**config.mk**
```make
export PLATFORM = sky130hd
export DESIGN_NAME = inm_nesting_mask
export DESIGN_NICKNAME = d
export VERILOG_FILES = /design/src/inm_pkg.sv /design/src/inm_nesting_mask.sv
export SDC_FILE = /design/constraint.sdc
export NUM_CORES = 1
export LEC_CHECK = 0
export ABC_CLOCK_PERIOD_IN_PS = 6900
export BUFFER_PORTS_ARGS = -buffer_cell sky130_fd_sc_hd__buf_2
export CORE_MARGIN = 2
export CORE_UTILIZATION = 61
export DETAILED_ROUTE_END_ITERATION = 8
export PLACE_DENSITY = 0.84
export SETUP_SLACK_MARGIN = 0.2
export SYNTH_ARGS = -nofsm -noshare
export SYNTH_HDL_FRONTEND = slang
export SYNTH_SLANG_ARGS = --single-unit
```
**constraint.sdc**
```tcl
create_clock -name clk_sys_i -period 6.9 [get_ports clk_sys_i]
set_input_delay 0 -clock clk_sys_i [delete_from_list [all_inputs] [get_ports clk_sys_i]]
set_output_delay 0 -clock clk_sys_i [all_outputs]
set_load 0.03 [all_outputs]
```
**src/inm_pkg.sv**
```systemverilog
// Purpose: Constants for the interrupt nesting mask block
// Assumes: One core clock, 32-bit register port
// Notes: Register offsets are word indices on the plain port
package inm_pkg;
  localparam int unsigned INM_W = 32;
  localparam logic [3:0] INM_ADDR_FIRST_MODE_CONTROL = 4'h0;
  localparam logic [3:0] INM_ADDR_SECOND_MODE_CONTROL = 4'h1;
  localparam logic [3:0] INM_ADDR_PMASK = 4'h2;
  localparam logic [3:0] INM_ADDR_LATCH = 4'h3;
  localparam logic [3:0] INM_ADDR_MASK = 4'h4;
  localparam logic [3:0] INM_ADDR_TIMER_COUNT_REG = 4'h5;
  localparam logic [3:0] INM_ADDR_TIMER_PERIOD_REG = 4'h6;
  localparam logic [3:0] INM_ADDR_STATUS = 4'h7;
  localparam int unsigned INM_NEST_BIT = 0;
  localparam int unsigned INM_TIMER_ENABLE_BIT_BIT = 0;
  localparam int unsigned INM_EMU_BIT = 0;
  localparam int unsigned INM_RST_BIT = 1;
  localparam int unsigned INM_IIC_BIT = 2;
  localparam int unsigned INM_STK_BIT = 3;
  localparam int unsigned INM_TMZH_BIT = 4;
  localparam int unsigned INM_BKP_BIT = 6;
  localparam int unsigned INM_TMZL_BIT = 22;
  localparam logic [31:0] INM_DEFINED = 32'h0040_005f;
  localparam logic [31:0] INM_PMASK_RST = 32'h0000_0000;
  localparam logic [31:0] INM_LATCH_RST = 32'h0000_0003;
  localparam logic [31:0] INM_ZERO = 32'h0000_0000;
  localparam logic [31:0] INM_TIMER_PERIOD_REG_RST = 32'h0000_0000;
  localparam logic [5:0] INM_IDLE_IDX = 6'h3f;
endpackage
```
**src/inm_nesting_mask.sv**
```systemverilog
// Purpose: Interrupt nesting mask, pending latch and core timer
// Assumes: Pins are asynchronous and pass two flip-flops
// Notes: Lower bit index means higher priority
//
// Function
// - Nesting on: mask lower-priority interrupts, unmask higher ones during service.
// - Nesting enable bit lives in the first mode control register.
// - Latch masked requests; service them once unmasked.
// - Nesting off: block all interrupts while any is serviced.
// - Nesting off: after service take highest-priority latched interrupt.
// - Bit 0 emulator interrupt raised on reset and emulator pin.
// - Bit 1 reset interrupt raised by the reset pin.
// - Bit 2 raised by OR of two sticky illegal-access flags.
// - Bit 3 raised when any sequencer stack overflows or fills.
// - Bit 4 timer zero raises both high and low timer interrupts.
// - Enabled timer decrements its count every cycle.
// - Timer interrupts spaced period plus one cycles.
// - Period register is full 32-bit unsigned.
// - Timer enable bit in second mode register starts and stops timer.
// - Bit 6 breakpoint; bits 5 and 7 reserved.
// - Pointer mask bit reads 1 unmasked, 0 masked, during service.
// - Pointer mask clears to zero at reset.
// - Pointer mask bits align with pending latch bits.
`timescale 1ns/1ps
`default_nettype none
module inm_nesting_mask
  import inm_pkg::*;
(
  // Clock and reset
  input wire logic clk_sys_i,
  input wire logic rst_b_i,
  // Register port
  input wire logic [3:0] reg_addr_i,
  input wire logic [31:0] reg_wdata_i,
  input wire logic reg_wr_i,
  input wire logic reg_rd_i,
  output logic [31:0] reg_rdata_o,
  // Interrupt sources
  input wire logic emulator_request_pin_i,
  input wire logic reset_pin_i,
  input wire logic illegal_periph_access_flag_i,
  input wire logic unaligned_access_flag_i,
  input wire logic stack_full_i,
  input wire logic breakpoint_i,
  // Sequencer handshake
  input wire logic service_done_i,
  output logic irq_req_o,
  output logic [4:0] irq_vec_o,
  output logic in_service_o,
  output logic [31:0] nesting_pointer_mask_o
);

  // ------------------------------------------------------------
  // Input synchronisers
  // ------------------------------------------------------------
  logic [5:0] sync1_r;
  logic [5:0] sync2_r;
  logic [5:0] pins;
  assign pins = {breakpoint_i, stack_full_i, unaligned_access_flag_i,
                 illegal_periph_access_flag_i, reset_pin_i, emulator_request_pin_i};
  // Only the second stage feeds logic
  always_ff @(posedge clk_sys_i or negedge rst_b_i) begin
    if (!rst_b_i) begin
      sync1_r <= 6'h00;
      sync2_r <= 6'h00;
    end else begin
      sync1_r <= pins;
      sync2_r <= sync1_r;
    end
  end

  // ------------------------------------------------------------
  // Registers
  // ------------------------------------------------------------
  logic nest_en_r;
  logic timer_en_r;
  logic [31:0] latch_r;
  logic [31:0] latch_nxt;
  logic [31:0] mask_r;
  logic [31:0] pmask_r;
  logic [31:0] pmask_nxt;
  logic [31:0] timer_count_reg_r;
  logic [31:0] timer_period_reg_r;
  logic [5:0] serv_idx_r;
  logic [4:0] vec_r;
  logic req_r;
  logic [31:0] rdata_r;
  logic [31:0] raise;
  logic [31:0] eligible;
  logic [5:0] pick_idx;
  logic tmr_zero;

  // Highest priority set bit, lowest index wins
  function automatic logic [5:0] inm_first(input logic [31:0] v);
    logic [5:0] r;
    r = INM_IDLE_IDX;
    for (int i = 31; i >= 0; i--) begin
      if (v[i]) begin
        r = 6'(i);
      end
    end
    return r;
  endfunction

  // Mask of positions strictly above a priority index
  function automatic logic [31:0] inm_above(input logic [5:0] idx);
    logic [31:0] r;
    r = INM_ZERO;
    for (int i = 0; i < 32; i++) begin
      if (6'(i) < idx) begin
        r[i] = 1'b1;
      end
    end
    return r;
  endfunction

  // Write strobe aimed at one register index
  function automatic logic inm_wr_hit(input logic wr, input logic [3:0] addr, input logic [3:0] idx);
    return wr && (addr == idx);
  endfunction

  // ------------------------------------------------------------
  // Write decode
  // ------------------------------------------------------------
  logic wr_first_mode_control;
  logic wr_second_mode_control;
  logic wr_latch;
  logic wr_mask;
  logic wr_timer_count_reg;
  logic wr_timer_period_reg;
  assign wr_first_mode_control = inm_wr_hit(reg_wr_i, reg_addr_i, INM_ADDR_FIRST_MODE_CONTROL);
  assign wr_second_mode_control = inm_wr_hit(reg_wr_i, reg_addr_i, INM_ADDR_SECOND_MODE_CONTROL);
  assign wr_latch = inm_wr_hit(reg_wr_i, reg_addr_i, INM_ADDR_LATCH);
  assign wr_mask = inm_wr_hit(reg_wr_i, reg_addr_i, INM_ADDR_MASK);
  assign wr_timer_count_reg = inm_wr_hit(reg_wr_i, reg_addr_i, INM_ADDR_TIMER_COUNT_REG);
  assign wr_timer_period_reg = inm_wr_hit(reg_wr_i, reg_addr_i, INM_ADDR_TIMER_PERIOD_REG);

  // ------------------------------------------------------------
  // Mode, mask and timer period registers
  // ------------------------------------------------------------
  always_ff @(posedge clk_sys_i or negedge rst_b_i) begin
    if (!rst_b_i) begin
      nest_en_r <= 1'b0;
    end else if (wr_first_mode_control) begin
      nest_en_r <= reg_wdata_i[INM_NEST_BIT];
    end
  end

  always_ff @(posedge clk_sys_i or negedge rst_b_i) begin
    if (!rst_b_i) begin
      timer_en_r <= 1'b0;
    end else if (wr_second_mode_control) begin
      timer_en_r <= reg_wdata_i[INM_TIMER_ENABLE_BIT_BIT];
    end
  end

  // Only defined bits can be unmasked
  always_ff @(posedge clk_sys_i or negedge rst_b_i) begin
    if (!rst_b_i) begin
      mask_r <= INM_ZERO;
    end else if (wr_mask) begin
      mask_r <= reg_wdata_i & INM_DEFINED;
    end
  end

  always_ff @(posedge clk_sys_i or negedge rst_b_i) begin
    if (!rst_b_i) begin
      timer_period_reg_r <= INM_TIMER_PERIOD_REG_RST;
    end else if (wr_timer_period_reg) begin
      timer_period_reg_r <= reg_wdata_i;
    end
  end

  // ------------------------------------------------------------
  // Core timer
  // ------------------------------------------------------------
  // Software write beats reload and countdown
  assign tmr_zero = timer_en_r && (timer_count_reg_r == INM_ZERO);
  always_ff @(posedge clk_sys_i or negedge rst_b_i) begin
    if (!rst_b_i) begin
      timer_count_reg_r <= INM_ZERO;
    end else if (wr_timer_count_reg) begin
      timer_count_reg_r <= reg_wdata_i;
    end else if (tmr_zero) begin
      timer_count_reg_r <= timer_period_reg_r;
    end else if (timer_en_r) begin
      timer_count_reg_r <= timer_count_reg_r - 32'h0000_0001;
    end
  end

  // ------------------------------------------------------------
  // Pending latch and service
  // ------------------------------------------------------------
  always_comb begin
    raise = INM_ZERO;
    raise[INM_EMU_BIT] = sync2_r[0];
    raise[INM_RST_BIT] = sync2_r[1];
    raise[INM_IIC_BIT] = sync2_r[2] | sync2_r[3];
    raise[INM_STK_BIT] = sync2_r[4];
    raise[INM_TMZH_BIT] = tmr_zero;
    raise[INM_TMZL_BIT] = tmr_zero;
    raise[INM_BKP_BIT] = sync2_r[5];
  end

  // ------------------------------------------------------------
  // Interrupt selection
  // ------------------------------------------------------------
  // Nesting on: only above current; off: nothing while in service
  always_comb begin
    if (serv_idx_r == INM_IDLE_IDX) begin
      pmask_nxt = INM_PMASK_RST;
    end else if (nest_en_r) begin
      pmask_nxt = mask_r & inm_above(serv_idx_r);
    end else begin
      pmask_nxt = INM_ZERO;
    end
  end

  // Pointer mask lags the service index by one cycle, so picking
  // pauses while the take pulse stands and never sees a stale mask
  always_comb begin
    if (req_r) begin
      eligible = INM_ZERO;
    end else if (serv_idx_r == INM_IDLE_IDX) begin
      eligible = latch_r & mask_r;
    end else begin
      eligible = latch_r & pmask_r;
    end
  end
  assign pick_idx = inm_first(eligible);

  always_comb begin
    latch_nxt = latch_r;
    if (wr_latch) begin
      latch_nxt = reg_wdata_i & INM_DEFINED;
    end
    if (pick_idx != INM_IDLE_IDX) begin
      latch_nxt[pick_idx[4:0]] = 1'b0;
    end
    // Raise applied last so a new event beats the take clear
    latch_nxt = latch_nxt | raise;
  end

  always_ff @(posedge clk_sys_i or negedge rst_b_i) begin
    if (!rst_b_i) begin
      latch_r <= INM_LATCH_RST;
    end else begin
      latch_r <= latch_nxt;
    end
  end

  // ------------------------------------------------------------
  // Service tracking
  // ------------------------------------------------------------
  // Single level of service tracked; nested entry replaces index
  always_ff @(posedge clk_sys_i or negedge rst_b_i) begin
    if (!rst_b_i) begin
      serv_idx_r <= INM_IDLE_IDX;
    end else if (pick_idx != INM_IDLE_IDX) begin
      serv_idx_r <= pick_idx;
    end else if (service_done_i) begin
      serv_idx_r <= INM_IDLE_IDX;
    end
  end

  // Take pulse, one cycle per picked interrupt
  always_ff @(posedge clk_sys_i or negedge rst_b_i) begin
    if (!rst_b_i) begin
      req_r <= 1'b0;
    end else begin
      req_r <= (pick_idx != INM_IDLE_IDX);
    end
  end

  // Vector holds until the next take
  always_ff @(posedge clk_sys_i or negedge rst_b_i) begin
    if (!rst_b_i) begin
      vec_r <= 5'h00;
    end else if (pick_idx != INM_IDLE_IDX) begin
      vec_r <= pick_idx[4:0];
    end
  end

  // ------------------------------------------------------------
  // Pointer mask register
  // ------------------------------------------------------------
  always_ff @(posedge clk_sys_i or negedge rst_b_i) begin
    if (!rst_b_i) begin
      pmask_r <= INM_PMASK_RST;
    end else begin
      pmask_r <= pmask_nxt;
    end
  end

  // ------------------------------------------------------------
  // Read port
  // ------------------------------------------------------------
  // Read data stands one cycle, zero otherwise
  always_ff @(posedge clk_sys_i or negedge rst_b_i) begin
    if (!rst_b_i) begin
      rdata_r <= INM_ZERO;
    end else if (reg_rd_i) begin
      case (reg_addr_i)
        INM_ADDR_FIRST_MODE_CONTROL: rdata_r <= {31'h0, nest_en_r};
        INM_ADDR_SECOND_MODE_CONTROL: rdata_r <= {31'h0, timer_en_r};
        INM_ADDR_PMASK: rdata_r <= pmask_r;
        INM_ADDR_LATCH: rdata_r <= latch_r;
        INM_ADDR_MASK: rdata_r <= mask_r;
        INM_ADDR_TIMER_COUNT_REG: rdata_r <= timer_count_reg_r;
        INM_ADDR_TIMER_PERIOD_REG: rdata_r <= timer_period_reg_r;
        INM_ADDR_STATUS: rdata_r <= {26'h0, serv_idx_r};
        default: rdata_r <= INM_ZERO;
      endcase
    end else begin
      rdata_r <= INM_ZERO;
    end
  end

  // ------------------------------------------------------------
  // In-service flag
  // ------------------------------------------------------------
  logic svc_r;
  always_ff @(posedge clk_sys_i or negedge rst_b_i) begin
    if (!rst_b_i) begin
      svc_r <= 1'b0;
    end else begin
      svc_r <= (pick_idx != INM_IDLE_IDX) || (serv_idx_r != INM_IDLE_IDX && !service_done_i);
    end
  end

  // ------------------------------------------------------------
  // Outputs
  // ------------------------------------------------------------
  assign reg_rdata_o = rdata_r;
  assign irq_req_o = req_r;
  assign irq_vec_o = vec_r;
  assign in_service_o = svc_r;
  assign nesting_pointer_mask_o = pmask_r;

endmodule
`default_nettype wire

```
Word-level counts from Yosys, hierarchy flattened
Index checks and enable logic that the tools add are counted.
{"block": "totals", "ff_bits": 194, "output_inout_bits": 71}
{"block": "classes", "addsub": 1, "order_cmp": 34, "n_eq_ne": 10, "n_mux": 143, "bitwise_logic": 7, "reduce_logical": 15}
{"op": "$mux W32", "count": 10}
{"op": "$pmux W32 S8", "count": 1}
{"op": "$mux W6", "count": 34}
{"op": "$mux W1", "count": 97}
{"op": "$lt A5 B6 Y1 const A", "count": 16}
{"op": "$and A32 B32 Y32", "count": 2}
{"op": "$lt A4 B6 Y1 const A", "count": 8}
{"op": "$and A23 B32 Y32", "count": 1}
{"op": "$and A32 B23 Y32", "count": 1}
{"op": "$logic_not A32 Y1", "count": 1}
{"op": "$not A32 Y32", "count": 1}
{"op": "$or A32 B23 Y32", "count": 1}
{"op": "$sub A32 B1 Y32 const B", "count": 1}
{"op": "$lt A3 B6 Y1 const A", "count": 4}
{"op": "$eq A4 B3 Y1 const B", "count": 4}
{"op": "$lt A1 B6 Y1 const A", "count": 2}
{"op": "$lt A2 B6 Y1 const A", "count": 2}
{"op": "$ne A6 B6 Y1 const B", "count": 2}
{"op": "$logic_and A1 B1 Y1", "count": 9}
{"op": "$eq A4 B2 Y1 const B", "count": 2}
{"op": "$eq A6 B6 Y1 const B", "count": 1}
{"op": "$lt A5 B6 Y1 const B", "count": 1}
{"op": "$demux W1 S5", "count": 1}
{"op": "$ge A5 B1 Y1 const B", "count": 1}
{"op": "other kinds (7)", "count": 7}

Logic depth before layout (Yosys ltp)
{"block": "logic_depth", "depth_word": 43, "depth_mapped": 9, "depth_no_buf": 8}

Least setup slack after synthesis
No wires, ideal clock.
{"block": "synth_timing", "kind": "register to register", "from": "register timer_count_reg_r[24]", "to": "register timer_count_reg_r[2]", "arrival_ns": 2.347, "required_ns": 6.763, "setup_slack_ns": 4.416, "stages_incl_launch_ff": 10, "n_path_buf": 3, "cell_sequence": "dfrtp_1 -> buf_6 -> or4_4 -> nor4_4 -> nand3b_2 -> or4_1 -> buf_6 -> buf_6 -> o211ai_2 -> o311ai_1"}
{"block": "synth_between", "elab_chain_len": 4, "elab_cells_between_ends": 5, "classes_between": "2 x mux; 3 x reduce/logical"}
{"element": "start: declaration", "line": "inm_nesting_mask.sv:82", "source": "logic [31:0] timer_count_reg_r;"}
{"element": "start signal: assignment", "line": "inm_nesting_mask.sv:183", "source": "timer_count_reg_r <= reg_wdata_i;"}
{"element": "start signal: assignment", "line": "inm_nesting_mask.sv:185", "source": "timer_count_reg_r <= timer_period_reg_r;"}
{"element": "start signal: assignment", "line": "inm_nesting_mask.sv:187", "source": "timer_count_reg_r <= timer_count_reg_r - 32'h0000_0001;"}
{"element": "$logic_not A32 Y1 *", "line": "inm_nesting_mask.sv:178", "source": "assign tmr_zero = timer_en_r && (timer_count_reg_r == INM_ZERO);"}
{"element": "$logic_and A1 B1 Y1 *", "line": "inm_nesting_mask.sv:178"}
{"element": "$mux W32", "line": "inm_nesting_mask.sv:184", "source": "end else if (tmr_zero) begin"}
{"element": "$mux W32", "line": "inm_nesting_mask.sv:182", "source": "end else if (wr_timer_count_reg) begin"}
Every way passes the cells marked *; elsewhere a longest branch is shown, timed or not.
A chain may end at the register's enable or synchronous reset.

Final worst setup path
{"block": "layout_timing", "from": "register timer_count_reg_r[26]", "to": "register timer_count_reg_r[1]"}
The elaborated chain is that of the path after synthesis.

==> results.json <==
{
  "finalWirelength_microns": 21200,
  "hold_depth": 3,
  "grt.overflow.total": 0,
  "drtIter0Drc": 805,
  "synth.avg_cell_area_sq_um": 10.73,
  "via_per_inst": 6.326,
  "nets": 905,
  "synth_compound_area_frac": 0.1502,
  "hold_viol_final": 0,
  "r2r_start": "timer_count_reg_r[26]$_DFFE_PN0P_",
  "grt_pass1_vias": 6598,
  "start_util": 0.6274,
  "fin_crit_sh": 0.4609,
  "die_h_microns": 118.4,
  "post_cts_resized": 0,
  "firstDrtPassIters": 9,
  "min_from": "reg_addr_i[3]",
  "grt_max_degree": 111,
  "ys.flop_type": "dfrtp_1",
  "run_status": "complete, no violations",
  "required_ns": 7.24,
  "slew_violations": 0,
  "arrival_ns": 3.52,
  "dieArea_sq_um": 14020,
  "hp-class": "primary input to flop",
  "power_density_nw_per_um2": 353.1,
  "syn_inst": 744,
  "numCtsBuffers": 17,
  "grt_pass1_wl_microns": 33950,
  "async_flop_share": 1.000,
  "fmax_ghz": 0.3144,
  "skew_ns": 0.007194,
  "cts-root-buf": "clkbuf_16",
  "drc": 0,
  "muxShareOfSynthArea": 0.08089,
  "setup_viol": 0,
  "cts.path.max_buffers": 2,
  "dp_hpwl_microns": 13400,
  "path_max_fanout": 27,
  "fp.dieW_microns": 118.4,
  "leakage_nw": 4.309,
  "ff2ff_setup_slack_ns": 3.72,
  "period_needed_ns": 3.180,
  "critPathKind": "flop to flop",
  "synth_edf_count": 0,
  "seq_area_frac_synth": 0.5278,
  "dp_slack_ns": 3.769,
  "synth-simple-area-share": 0.1627,
  "areaGrowthSynthToFinish_pct": 18.15,
  "grt_usage": 0.3071,
  "max-slew-margin-rel": 0.2222,
  "cts_setup_buffers": 0,
  "clock_sinks": 168,
  "synth_top_family_by_area": "simple AND/OR/NAND/NOR gates",
  "cts-htree-levels": 4,
  "drive_gt1_frac": 0.2253,
  "start_kind": "flop",
  "startpoint": "timer_count_reg_r[26]$_DFFE_PN0P_",
  "path_clk_slew_ns": 0.06,
  "worstSkewPairLatency_ns": 0.43,
  "ys_seq_elements": 168,
  "rsz0062_at_grt": "no",
  "gp_congestion": 0.8992,
  "cts_hold_buf": 42,
  "synth_warnings": 0,
  "antenna_found_initial": 0,
  "numPortBuffers": 92,
  "synth.distinct_cells": 64,
  "finish.utilization": 0.7412,
  "rows": 41,
  "tightestPinTransition_ns": 1.167,
  "antenna_left": 0,
  "min_to": "reg_rdata_o[0]$_DFF_PN0_",
  "end_kind": "flop",
  "tns_ns": 0,
  "rr_endpoint": "timer_count_reg_r[1]$_DFFE_PN0P_",
  "netlist_area_sq_um": 7981,
  "setup_ws_ns": 3.720,
  "synth_fa_ha_area_frac": 0.001568,
  "vias": 6592,
  "hold_ws_ns": 0.04716,
  "rr_worst_depth": 6,
  "tritoncts": "built",
  "maxCapViolCount": 0,
  "ios": 118,
  "power_mw": 3.330,
  "n_antenna_cell": 0,
  "routedWlPerCell_microns": 20.34,
  "synth_xor_xnor_area_share": 0.02195,
  "peakVddDrop_mv": 0.2677,
  "core_sq_um": 12720
}
-- registers in the layout, indices dropped and copies added (netlist names) --
register,flops
latch_r,32
reg_rdata_o,32
timer_count_reg_r,32
timer_period_reg_r,32
mask_r,7
nesting_pointer_mask_o,7
sync1_r,6
sync2_r,6
irq_vec_o,5
serv_idx_r,5
in_service_o,1
irq_req_o,1
nest_en_r,1
timer_en_r,1
-- worst max-delay path by stage --
stage,end,slack [ns],cells past startpoint
2_1_floorplan,timer_count_reg_r[2]$_DFFE_PN0P_,4.42,9
3_3_place_gp,timer_count_reg_r[1]$_DFFE_PN0P_,3.84,6
3_5_place_dp,timer_count_reg_r[1]$_DFFE_PN0P_,3.77,6
4_1_cts,timer_count_reg_r[1]$_DFFE_PN0P_,3.74,6
5_1_grt,timer_count_reg_r[17]$_DFFE_PN0P_,3.60,6
6_report,timer_count_reg_r[1]$_DFFE_PN0P_,3.72,6
-- power breakdown --
part | total (mW) | switching, mW | internal, mW
clock | 0.909 | 0.377 | 0.532
combinational | 0.969 | 0.567 | 0.402
sequential | 1.45 | 0.253 | 1.20
-- logic make-up after synthesis --
| logic type | Yosys count |
|---|---|
| AO/OA/AOI/OAI | 173 |
| flip-flops | 168 |
| XOR/XNOR | 20 |
| AND/OR/NAND/NOR | 240 |
| buffers and inverters | 82 |
| other | 1 |
| adder cells (fa/ha/maj) | 1 |
| multiplexers | 59 |
-- Yosys cell counts, drive strengths merged, types with 10 or more instances --
library cell  instances  area [sq um]
clkbuf               32         120.1
xnor2                14         122.6
nor4                 11         90.08
or3                  12         75.07
o211ai               12         95.09
mux2                 44         495.5
nor3b                27         202.7
o21ai                36         180.2
a21oi                44         220.2
inv                  10         37.54
nand3                15         75.07
and2                 32         202.7
nand2                34         127.6
nor2                 58         217.7
buf                  40         276.5
mux2i                15         150.1
dfrtp               161          4029
a222oi               28         280.3
nor3                 25         125.1
-- critical path, stage by stage (launching register included) --
cell,delay [ns]
dfrtp_1,0.43
or4_4,0.58
nor4_4,0.21
nand3b_2,0.18
or4_1,1.08
and2_4,0.40
o31ai_2,0.20
-- routing by layer --
metal  track usage  up-vias  part of all wire
met5             0        -                 0
met4        0.1436        0             0.029
met3       0.06322       58             0.069
met2        0.5159      353              0.51
met1        0.3818     3276              0.39
li1              -     2905                 -
-- cell usage in the layout (no fill, tap or decap), drive strengths merged, types with 6 or more instances in the layout --
master,n
dfrtp,161
buf,100
nor2,58
a21oi,44
mux2,44
dlygate4sd3,42
o21ai,36
nand2,34
and2,32
a222oi,28
nor3b,27
conb,25
nor3,25
clkbuf,24
nand3,15
mux2i,15
xnor2,14
or3,12
o211ai,12
nor4,11
inv,10
a22oi,8
a31oi,8
dfstp,7
and3,7
xor2,6
-- layout make-up --
type | count | area [sq um]
well taps | 172 | 215.2
inverters | 10 | 37.54
multi-input cells | 518 | 3453
fillers | 904 | 3292
flip-flops and latches | 168 | 4213
repair buffers | 142 | 947.2
clock inverters | 8 | 72.57
clock buffers | 24 | 491.7
-- stage by stage --
stage          instances  instance area (sq um)
6_report            1042                   9430
5_1_grt             1042                   9430
4_1_cts             1042                   9430
3_5_place_dp         968                   8446
3_3_place_gp         968                   8446
2_1_floorplan        768                   8071
Note: power is estimated with default switching activity, not from simulation.
